File: config.mk
export PLATFORM = sky130hd
export DESIGN_NAME = adcsr_regs
export DESIGN_NICKNAME = d
export VERILOG_FILES = /design/src/rtl/adcsr_pkg.sv /design/src/rtl/adcsr_regs.sv
export SDC_FILE = /design/constraint.sdc
export NUM_CORES = 1
export LEC_CHECK = 0
export BUFFER_PORTS_ARGS = -buffer_cell sky130_fd_sc_hd__clkbuf_2
export CORE_AREA = 2 2 143 145
export CTS_BUF_LIST = sky130_fd_sc_hd__clkbuf_2 sky130_fd_sc_hd__clkbuf_4 sky130_fd_sc_hd__clkbuf_8
export DETAILED_ROUTE_END_ITERATION = 8
export DIE_AREA = 0 0 145 147
export GPL_TIMING_DRIVEN = 0
export PLACE_DENSITY = 0.79
export SKIP_LAST_GASP = 1
export SYNTH_ARGS = -nofsm -noshare
export SYNTH_HDL_FRONTEND = slang
export SYNTH_SLANG_ARGS = --single-unit
export TNS_END_PERCENT = 10
File: constraint.sdc
create_clock -name clk -period 2.8 [get_ports clk]
set_input_delay 0 -clock clk [delete_from_list [all_inputs] [get_ports clk]]
set_output_delay 0 -clock clk [all_outputs]
set_load 0.01 [all_outputs]
File: src/rtl/adcsr_pkg.sv
// Behaviour
// - Status word is sixteen bits, read only
// - Status bits clear at power-up
// - Status bit 15 always reads zero
// - Bit 14 shows conversion or calibration busy
// - Bits 13..10 mirror input and channel selects
// - Bits 9..8 mirror power configuration bits
// - Bits 7..6 read one in status
// - Bit 5 interface mode, cleared each read
// - Bit 3 mirrors calibration kind select
// - Bit 0 reads one while calibrating
// - Bits 2..1 mirror calibration group select
// - Ten calibration registers, host and calibration writable
// - Group code picks gain, offset, DAC set
// - Same addressing for reads and writes
// - Pointer resets on control write or completion
// - Reset pointer addresses gain, offset-only excepted
// - Pointer advances after each group access
// - Abandoned sequence reset by next control write
// - Calibration reads carry two leading zeros
// - Calibration word is zeros plus 14 bits
// - Start-calibration bit clears when calibration finishes
package adcsr_pkg;
    localparam int WORD_W = 16;
    localparam int CAL_W = 14;
    localparam int CAL_NUM = 10;
    localparam int IDX_W = 4;
    localparam int CNT_W = 5;
    // Frame destination code in the top two bits of a written word
    localparam logic [1:0] DEST_NONE = 2'h0;
    localparam logic [1:0] DEST_CTRL = 2'h1;
    localparam logic [1:0] DEST_CAL = 2'h2;
    localparam int DEST_HI = 15;
    localparam int DEST_LO = 14;
    // Control and status field positions
    localparam int BIT_ZERO = 15;
    localparam int BIT_BUSY = 14;
    localparam int CHAN_HI = 13;
    localparam int CHAN_LO = 10;
    localparam int PWR_HI = 9;
    localparam int PWR_LO = 8;
    localparam int RDT_HI = 7;
    localparam int RDT_LO = 6;
    localparam int BIT_MODE = 5;
    localparam int BIT_DONTCARE = 4;
    localparam int BIT_CALKIND = 3;
    localparam int GRP_HI = 2;
    localparam int GRP_LO = 1;
    localparam int BIT_CALSTART = 0;
    localparam logic [13:0] CTRL_RESET = 14'h0000;
    // Read targets
    localparam logic [1:0] RDT_RESULT = 2'h0;
    localparam logic [1:0] RDT_CAL = 2'h2;
    localparam logic [1:0] RDT_STATUS = 2'h3;
    // Calibration groups
    localparam logic [1:0] GRP_ALL = 2'h0;
    localparam logic [1:0] GRP_GAIN_OFS = 2'h1;
    localparam logic [1:0] GRP_OFS = 2'h2;
    localparam logic [1:0] GRP_GAIN = 2'h3;
    // Register indexes
    localparam logic [3:0] IDX_GAIN = 4'h0;
    localparam logic [3:0] IDX_OFS = 4'h1;
    localparam logic [3:0] IDX_DAC_LAST = 4'h9;
    localparam logic [13:0] CAL_RESET = 14'h0000;
    localparam logic [4:0] FRAME_BITS = 5'h10;
endpackage : adcsr_pkg

File: src/rtl/adcsr_regs.sv
`timescale 1ns/10ps
`default_nettype none
module adcsr_regs (
    // Clock and reset
    input wire logic clk,
    input wire logic rst_n,
    // Serial pins
    input wire logic sclk,
    input wire logic syncN,
    input wire logic serIn,
    output logic serOut,
    output logic serOutEn,
    // Converter engine
    input wire logic convBusy,
    input wire logic [adcsr_pkg::WORD_W-1:0] convResult,
    input wire logic calDone,
    input wire logic calUpdValid,
    input wire logic [adcsr_pkg::IDX_W-1:0] calUpdIndex,
    input wire logic [adcsr_pkg::CAL_W-1:0] calUpdData,
    // Settings to the engine
    output logic [13:0] ctrlOut,
    output logic calStartFlag,
    output logic [adcsr_pkg::WORD_W-1:0] statusWord
);
    import adcsr_pkg::*;

    // ------------------------------------------------------------
    // Helper functions
    // ------------------------------------------------------------
    function automatic logic [IDX_W-1:0] firstIdx(input logic [1:0] grp);
        firstIdx = (grp == GRP_OFS) ? IDX_OFS : IDX_GAIN;
    endfunction : firstIdx

    function automatic logic [IDX_W-1:0] lastIdx(input logic [1:0] grp);
        unique case (grp)
            GRP_ALL: lastIdx = IDX_DAC_LAST;
            GRP_GAIN_OFS: lastIdx = IDX_OFS;
            GRP_OFS: lastIdx = IDX_OFS;
            GRP_GAIN: lastIdx = IDX_GAIN;
        endcase
    endfunction : lastIdx

    // ------------------------------------------------------------
    // Pin synchronisers
    // ------------------------------------------------------------
    logic [2:0] pinMeta_q;
    logic [2:0] pinSync_q;
    logic [2:0] pinPrev_q;
    wire [2:0] pinRaw = {serIn, syncN, sclk};

    // Reset to idle pin levels so no false edge follows reset
    always_ff @(posedge clk or negedge rst_n) begin
        if (!rst_n) begin
            pinMeta_q <= 3'h2;
            pinSync_q <= 3'h2;
            pinPrev_q <= 3'h2;
        end else begin
            pinMeta_q <= pinRaw;
            pinSync_q <= pinMeta_q;
            pinPrev_q <= pinSync_q;
        end
    end

    wire sclkRise = pinSync_q[0] && !pinPrev_q[0];
    wire sclkFall = !pinSync_q[0] && pinPrev_q[0];
    wire frameStart = !pinSync_q[1] && pinPrev_q[1];
    wire frameStop = pinSync_q[1] && !pinPrev_q[1];
    wire inFrame = !pinSync_q[1];
    wire dataIn = pinSync_q[2];

    // ------------------------------------------------------------
    // Frame shifters
    // ------------------------------------------------------------
    logic [WORD_W-1:0] rxShift_q;
    logic [WORD_W-1:0] rxShift_d;
    logic [WORD_W-1:0] txShift_q;
    logic [WORD_W-1:0] txShift_d;
    logic [CNT_W-1:0] bitCnt_q;
    logic [CNT_W-1:0] bitCnt_d;
    logic readWasCal_q;
    logic serOut_q;
    logic serOut_d;

    logic [13:0] ctrl_q;
    logic [13:0] ctrl_d;
    logic calStart_q;
    logic calStart_d;
    logic [IDX_W-1:0] ptr_q;
    logic [IDX_W-1:0] ptr_d;
    logic [CAL_W-1:0] calRegs_q [CAL_NUM];

    wire [1:0] readTarget = ctrl_q[RDT_HI:RDT_LO];
    wire [1:0] calGroup = ctrl_q[GRP_HI:GRP_LO];
    wire fullWord = (bitCnt_q == FRAME_BITS);
    wire frameDone = frameStop && fullWord;
    wire [1:0] rxDest = rxShift_q[DEST_HI:DEST_LO];
    wire ctrlWrite = frameDone && (rxDest == DEST_CTRL);
    wire calWrite = frameDone && (rxDest == DEST_CAL);
    wire calAccess = calWrite || (frameDone && readWasCal_q);
    wire [IDX_W-1:0] ptrFirst = firstIdx(calGroup);
    wire [IDX_W-1:0] ptrLast = lastIdx(calGroup);
    wire [CAL_W-1:0] calWord = calRegs_q[ptr_q];

    // ------------------------------------------------------------
    // Status word and read selection
    // ------------------------------------------------------------
    wire busyBit = convBusy || calStart_q;
    assign statusWord = {1'b0, busyBit, ctrl_q[CHAN_HI:PWR_LO], readTarget,
        ctrl_q[BIT_MODE], 1'b0, ctrl_q[BIT_CALKIND], calGroup, calStart_q};
    wire [WORD_W-1:0] calRead = {2'b00, calWord};
    wire [WORD_W-1:0] readWord = (readTarget == RDT_STATUS) ? statusWord :
        (readTarget == RDT_CAL) ? calRead : convResult;

    always_comb begin
        rxShift_d = rxShift_q;
        txShift_d = txShift_q;
        bitCnt_d = bitCnt_q;
        serOut_d = serOut_q;
        if (frameStart) begin
            txShift_d = readWord;
            bitCnt_d = '0;
            serOut_d = readWord[WORD_W-1];
        end else if (inFrame) begin
            if (sclkRise && !fullWord) begin
                rxShift_d = {rxShift_q[WORD_W-2:0], dataIn};
                bitCnt_d = bitCnt_q + 5'h01;
                txShift_d = {txShift_q[WORD_W-2:0], 1'b0};
            end
            if (sclkFall) begin
                serOut_d = txShift_q[WORD_W-1];
            end
        end
    end

    always_ff @(posedge clk or negedge rst_n) begin
        if (!rst_n) begin
            rxShift_q <= '0;
            txShift_q <= '0;
            bitCnt_q <= '0;
            serOut_q <= 1'b0;
            readWasCal_q <= 1'b0;
        end else begin
            rxShift_q <= rxShift_d;
            txShift_q <= txShift_d;
            bitCnt_q <= bitCnt_d;
            serOut_q <= serOut_d;
            if (frameStart) begin
                readWasCal_q <= (readTarget == RDT_CAL);
            end
        end
    end

    assign serOut = serOut_q;
    assign serOutEn = inFrame;

    // ------------------------------------------------------------
    // Control register and calibration start
    // ------------------------------------------------------------
    always_comb begin
        ctrl_d = ctrl_q;
        calStart_d = calStart_q;
        if (frameDone) begin
            ctrl_d[BIT_MODE] = 1'b0;
        end
        if (calDone) begin
            calStart_d = 1'b0;
        end
        if (ctrlWrite) begin
            ctrl_d = rxShift_q[13:0];
            ctrl_d[BIT_CALSTART] = 1'b0;
            if (rxShift_q[BIT_CALSTART]) begin
                calStart_d = 1'b1;
            end
        end
    end

    always_ff @(posedge clk or negedge rst_n) begin
        if (!rst_n) begin
            ctrl_q <= CTRL_RESET;
            calStart_q <= 1'b0;
        end else begin
            ctrl_q <= ctrl_d;
            calStart_q <= calStart_d;
        end
    end

    assign ctrlOut = ctrl_q;
    assign calStartFlag = calStart_q;

    // ------------------------------------------------------------
    // Calibration pointer
    // ------------------------------------------------------------
    wire [1:0] newGroup = rxShift_q[GRP_HI:GRP_LO];
    always_comb begin
        ptr_d = ptr_q;
        if (ctrlWrite) begin
            ptr_d = firstIdx(newGroup);
        end else if (calAccess) begin
            if (ptr_q == ptrLast) begin
                ptr_d = ptrFirst;
            end else begin
                ptr_d = ptr_q + 4'h1;
            end
        end
    end

    always_ff @(posedge clk or negedge rst_n) begin
        if (!rst_n) begin
            ptr_q <= IDX_GAIN;
        end else begin
            ptr_q <= ptr_d;
        end
    end

    // ------------------------------------------------------------
    // Calibration register storage
    // ------------------------------------------------------------
    genvar gi;
    generate
        for (gi = 0; gi < CAL_NUM; gi++) begin : g_cal
            wire hostHit = calWrite && (ptr_q == IDX_W'(gi));
            wire engHit = calUpdValid && (calUpdIndex == IDX_W'(gi));
            always_ff @(posedge clk or negedge rst_n) begin
                if (!rst_n) begin
                    calRegs_q[gi] <= CAL_RESET;
                end else if (engHit) begin
                    calRegs_q[gi] <= calUpdData;
                end else if (hostHit) begin
                    calRegs_q[gi] <= rxShift_q[CAL_W-1:0];
                end
            end
        end
    endgenerate
endmodule : adcsr_regs
`default_nettype wire

# After elaboration in Yosys (flattened, before gate mapping)
# Index checks and enable logic that the tools add are counted.
# op_classes
n_addsub,2
order_cmp,1
eq_ne,29
n_mux,45
bitwise_logic,3
n_reduce_logical,57
# ops
cell,count
14-bit 2-to-1 mux,22
16-bit 2-to-1 mux,5
14-bit binary-select mux with 4-bit select,1
"4-bit by 3-bit == test with 1-bit output, second input constant",8
1-bit logical AND,29
2-bit nonzero test,14
"4-bit by 2-bit == test with 1-bit output, second input constant",4
"4-bit == test, second input constant",4
5-bit 2-to-1 mux,3
"2-bit == test, second input constant",6
4-bit 2-to-1 mux,3
4-bit case mux with 3 select lines,1
1-bit 2-to-1 mux,9
"4-bit by 1-bit == test with 1-bit output, second input constant",2
4-bit logical NOT,2
6-bit 2-to-1 mux,1
"5-bit by 1-bit adder with 5-bit output, second input constant",1
"5-bit == test, second input constant",1
"5-bit greater-or-equal comparator, second input constant",1
1-bit logical NOT,5
4-bit NOT with 5-bit output,1
"4-bit by 1-bit adder with 4-bit output, second input constant",1
"2-bit by 1-bit == test with 1-bit output, second input constant",2
4-bit == test,1
7 further kinds,10
# word_totals
reg_bits,205
output_inout_bits,33
elab_cells,159

# Depth between registers and ports, before layout
# logic_depth
depth_word,7
mapped_depth,9
depth_no_buf,6

# Worst setup path before layout
# No wires, ideal clock.
# synth_path
path_type,register to register
startpoint,register ptr_q[0]
endpoint,register calRegs_q[17] (netlist bit)
setup_time_ns,0.125
arrival_time_ns,2.360
required_time_ns,2.675
setup_slack_ns,0.315
path_stages_with_launch,10
n_path_buf,4
synth_period_minus_slack_ns,2.485
path_cell_list,dfrtp_1 -> buf_2 -> buf_2 -> buf_2 -> inv_1 -> ha_1 -> and3_1 -> a21boi_2 -> buf_4 -> mux2_2
# synth_between
elab_chain_cells,3
# synth_lines
element,line_no,source
start: declaration,adcsr_regs.sv:88,logic [IDX_W-1:0] ptr_q;
start signal: assignment,adcsr_regs.sv:211,ptr_q <= ptr_d;
4-bit == test,adcsr_regs.sv:221,wire hostHit = calWrite && (ptr_q == IDX_W'(gi));
1-bit logical AND,adcsr_regs.sv:221,
2-bit nonzero test (no line),-,
end signal: indexed assignment,adcsr_regs.sv:227,calRegs_q[gi] <= calUpdData;
end signal: indexed assignment,adcsr_regs.sv:229,calRegs_q[gi] <= rxShift_q[CAL_W-1:0];
end: declaration,adcsr_regs.sv:90,logic [CAL_W-1:0] calRegs_q [CAL_NUM];
# No other way between the ends.
# A chain may end at the register's enable or synchronous reset.

# Worst setup path after layout
# layout_path
startpoint,register ptr_q[0]
endpoint,register calRegs_q[21] (netlist bit)
# Same word-level chain as after synthesis.

==> impl_metrics.json <==
{
  "worst_pin_slew_ns": 1.33,
  "hold_viol_final": 0,
  "final_max_slew_viol_count": 0,
  "cp-start-kind": "register",
  "ys_seq_elements": 205,
  "synth.cell_area_um2": 11700,
  "synthArstFlopShare_pct": 100,
  "period_needed_ns": 2.67,
  "synth_edf_count": 0,
  "core_um2": 19800,
  "cp_data_required_time_ns": 3.21,
  "ys_dominant_reg_cell": "dfrtp_1",
  "io_pins": 75,
  "synth_top_area_share_pct": 43.3,
  "cts_sinks": 205,
  "fmax_mhz": 374,
  "die-area_um2": 21300,
  "insertion_delay_ns": 0.54,
  "drc_errors": 0,
  "worstSetupEndpointType": "register",
  "drt_first_pass_iters": 5,
  "htreeDepth": 2,
  "cp_max_fo": 19,
  "grt_setup_unrepaired": "no",
  "dp_hpwl_mm": 22.3,
  "setup_viol": 0,
  "grt_usage_pct": 30.2,
  "syn_inst": 947,
  "ant_nets": 0,
  "arrival_ns": 3.08,
  "routedWlPerCell_um": 23.3,
  "numCtsBuffers": 36,
  "antenna_found_initial": 0,
  "vias": 8355,
  "ys_top_cells_by_area": "dfrtp_1, mux2_2, mux2i_1, buf_4, mux2_1",
  "first_iter_violations": 546,
  "grt_max_degree": 90,
  "place_congestion": 0.885,
  "die_w_um": 145,
  "worst_slew_margin_rel_pct": 10.0,
  "fin_area_um2": 13300,
  "num_rows": 52,
  "cts_tree": "done",
  "p_leak_uw": 0.00627,
  "viasPerCell": 6.15,
  "drive_gt1_share_pct": 45.8,
  "start_util_pct": 58.9,
  "ys_seq_area_share_pct": 43.9,
  "ir_worst_vdd_uv": 267,
  "finClkSkew_ns": 0.0212,
  "critPathKind": "reg2reg",
  "grt_pass1_vias": 8622,
  "synthDistinctLibCells": 60,
  "finish.utilization_pct": 67.3,
  "power_density_nw_per_um2": 540,
  "status": "completed",
  "synth_top_area_cell": "dfrtp_1",
  "drv_cap": 0,
  "clock_path_buffers": 3,
  "gr-total-overflow": 0,
  "yosys_warnings": 0,
  "diodes": 0,
  "fin_nets": 1114,
  "cts.clk_slew.worst_paths_ns": 0.06,
  "die_height_um": 147,
  "final.period_utilization_pct": 95.5,
  "grt_pass1_wl_mm": 49.9,
  "avgSynthCellArea_um2": 12.3,
  "io_buffer_count": 55,
  "area_delta_synth_final_pct": 14.3,
  "routed_wl_mm": 31.6,
  "placed_cell_area_um2": 12400,
  "hp-class": "in2async",
  "cts_root_buf": "clkbuf_8"
}
## Yosys cell counts, types with 3 or more instances
| cell type | count |
|---|---|
| a211oi_1 | 3 |
| a21oi_1 | 26 |
| a221o_1 | 4 |
| a221oi_1 | 8 |
| a22o_1 | 3 |
| a22oi_1 | 18 |
| a31oi_1 | 4 |
| a31oi_4 | 6 |
| a32oi_1 | 7 |
| and3_1 | 4 |
| buf_1 | 7 |
| buf_2 | 22 |
| buf_4 | 25 |
| buf_6 | 5 |
| clkbuf_1 | 40 |
| dfrtp_1 | 202 |
| dfstp_2 | 3 |
| ha_1 | 6 |
| inv_1 | 15 |
| mux2_1 | 16 |
| mux2_2 | 299 |
| mux2i_1 | 61 |
| mux4_2 | 4 |
| nand2_1 | 48 |
| nand2b_1 | 10 |
| nand3_1 | 16 |
| nor2_1 | 8 |
| nor2b_1 | 10 |
| nor3_1 | 9 |
| o21ai_0 | 10 |
| o31ai_1 | 5 |
| or3b_2 | 4 |
## registers in the layout, indices dropped and copies added, names as in the netlist, 2 cells and up
name and count:
bitCnt_q 5, calRegs_q 140, ctrlOut 13, pinMeta_q 3, pinPrev_q 2, pinSync_q 3, ptr_q 4, rxShift_q 16
txShift_q 16
## per-layer routing
layer	GRT usage, %	routed length, µm	share of wire (%)
met1	39.4	13200	42
met2	48.7	14800	47
met3	6.61	2280	7.2
met4	13.9	1370	4.3
met5	0	0	0
## cells by family after synthesis
kind of cell	share of synthesized area, %
mux	36.4
fa+ha+maj	0.728
simple gates	6.21
buf+inv	5.02
compound gates	7.47
other cells	0.0321
flops	43.9
xor+xnor	0.225
## path summary, 6_finish.rpt
kind	start	end	slack (ns)	depth (start not counted)
worst max-delay path	ptr_q[0]$_DFFE_PN0P_	calRegs_q[21]$_DFFE_PN0P_	0.13	8
worst min-delay path	rst_n	rxShift_q[6]$_DFFE_PN0P_	0.06	3
worst max register to register	ptr_q[0]$_DFFE_PN0P_	calRegs_q[21]$_DFFE_PN0P_	0.13	8
worst min register to register	pinMeta_q[0]$_DFF_PN0_	pinSync_q[0]$_DFF_PN0_	0.35	0
max in group asynchronous	rst_n	calRegs_q[69]$_DFFE_PN0P_	2.29	3
min in group clk	syncN	pinMeta_q[1]$_DFF_PN1_	0.11	2
## stage by stage
| stage | worst slack, ns | TNS [ns] | total power, µW | std cells | hold WS (ns) |
|---|---|---|---|---|---|
| after global routing | 0.0456 | 0 | 7470 | 1359 | 0.0873 |
| after CTS | 0.00483 | 0 | 7230 | 1360 | 0.0558 |
| final | 0.127 | 0 | 7210 | 1359 | 0.0572 |
| after global placement | -2.29 | -464.51 | 4330 | 1274 | 0.0923 |
| after detailed placement | -0.374 | -6.17 | 4390 | 1276 | -0.0427 |
| after floorplan | 0.315 | 0 | 4050 | 949 | -0.296 |
## power breakdown
group / internal (µW) / switching, µW / leakage (µW)
sequential: 3220 / 168 / 0.00276
clock: 1590 / 1230 / 0.000389
combinational: 520 / 480 / 0.00312
total: 5330 / 1880 / 0.00627
## critical path, cell delays in order, from the launching register on
cell      delay, ns
dfrtp_1        0.38
buf_4          0.24
buf_4          0.33
inv_1          0.12
ha_1           0.33
and3_1         0.27
a21boi_4       0.28
buf_6          0.22
mux2_2         0.35
## repair_timing
| action | in CTS | in global routing |
|---|---|---|
| hold buffers | 23 | 0 |
| endpoints found under the setup margin | 54 | 10 |
| gates resized for setup | 5 | 1 |
| buffers inserted | 0 | 0 |
| endpoints found under the hold margin | 223 | 0 |
## cell usage in the layout, fill, tap and decap left out, drive strengths merged, types with 16 or more instances in the layout
master / n
a21oi: 26
a22oi: 18
buf: 61
clkbuf: 152
dfrtp: 202
dlygate4sd3: 22
inv: 16
mux2: 315
mux2i: 61
nand2: 48
nand3: 16
## cell type report
cell class	count	area [µm²]
Sequential cell	205	5130
Clock inverter	4	26.3
Multi-Input combinational cell	630	5980
Timing Repair Buffer	80	579
Inverter	15	56.3
Clock buffer	57	703
Tap cell	270	338
Fill cell	1433	6500
Buffer	98	536
(Power assumes the default switching activity.)
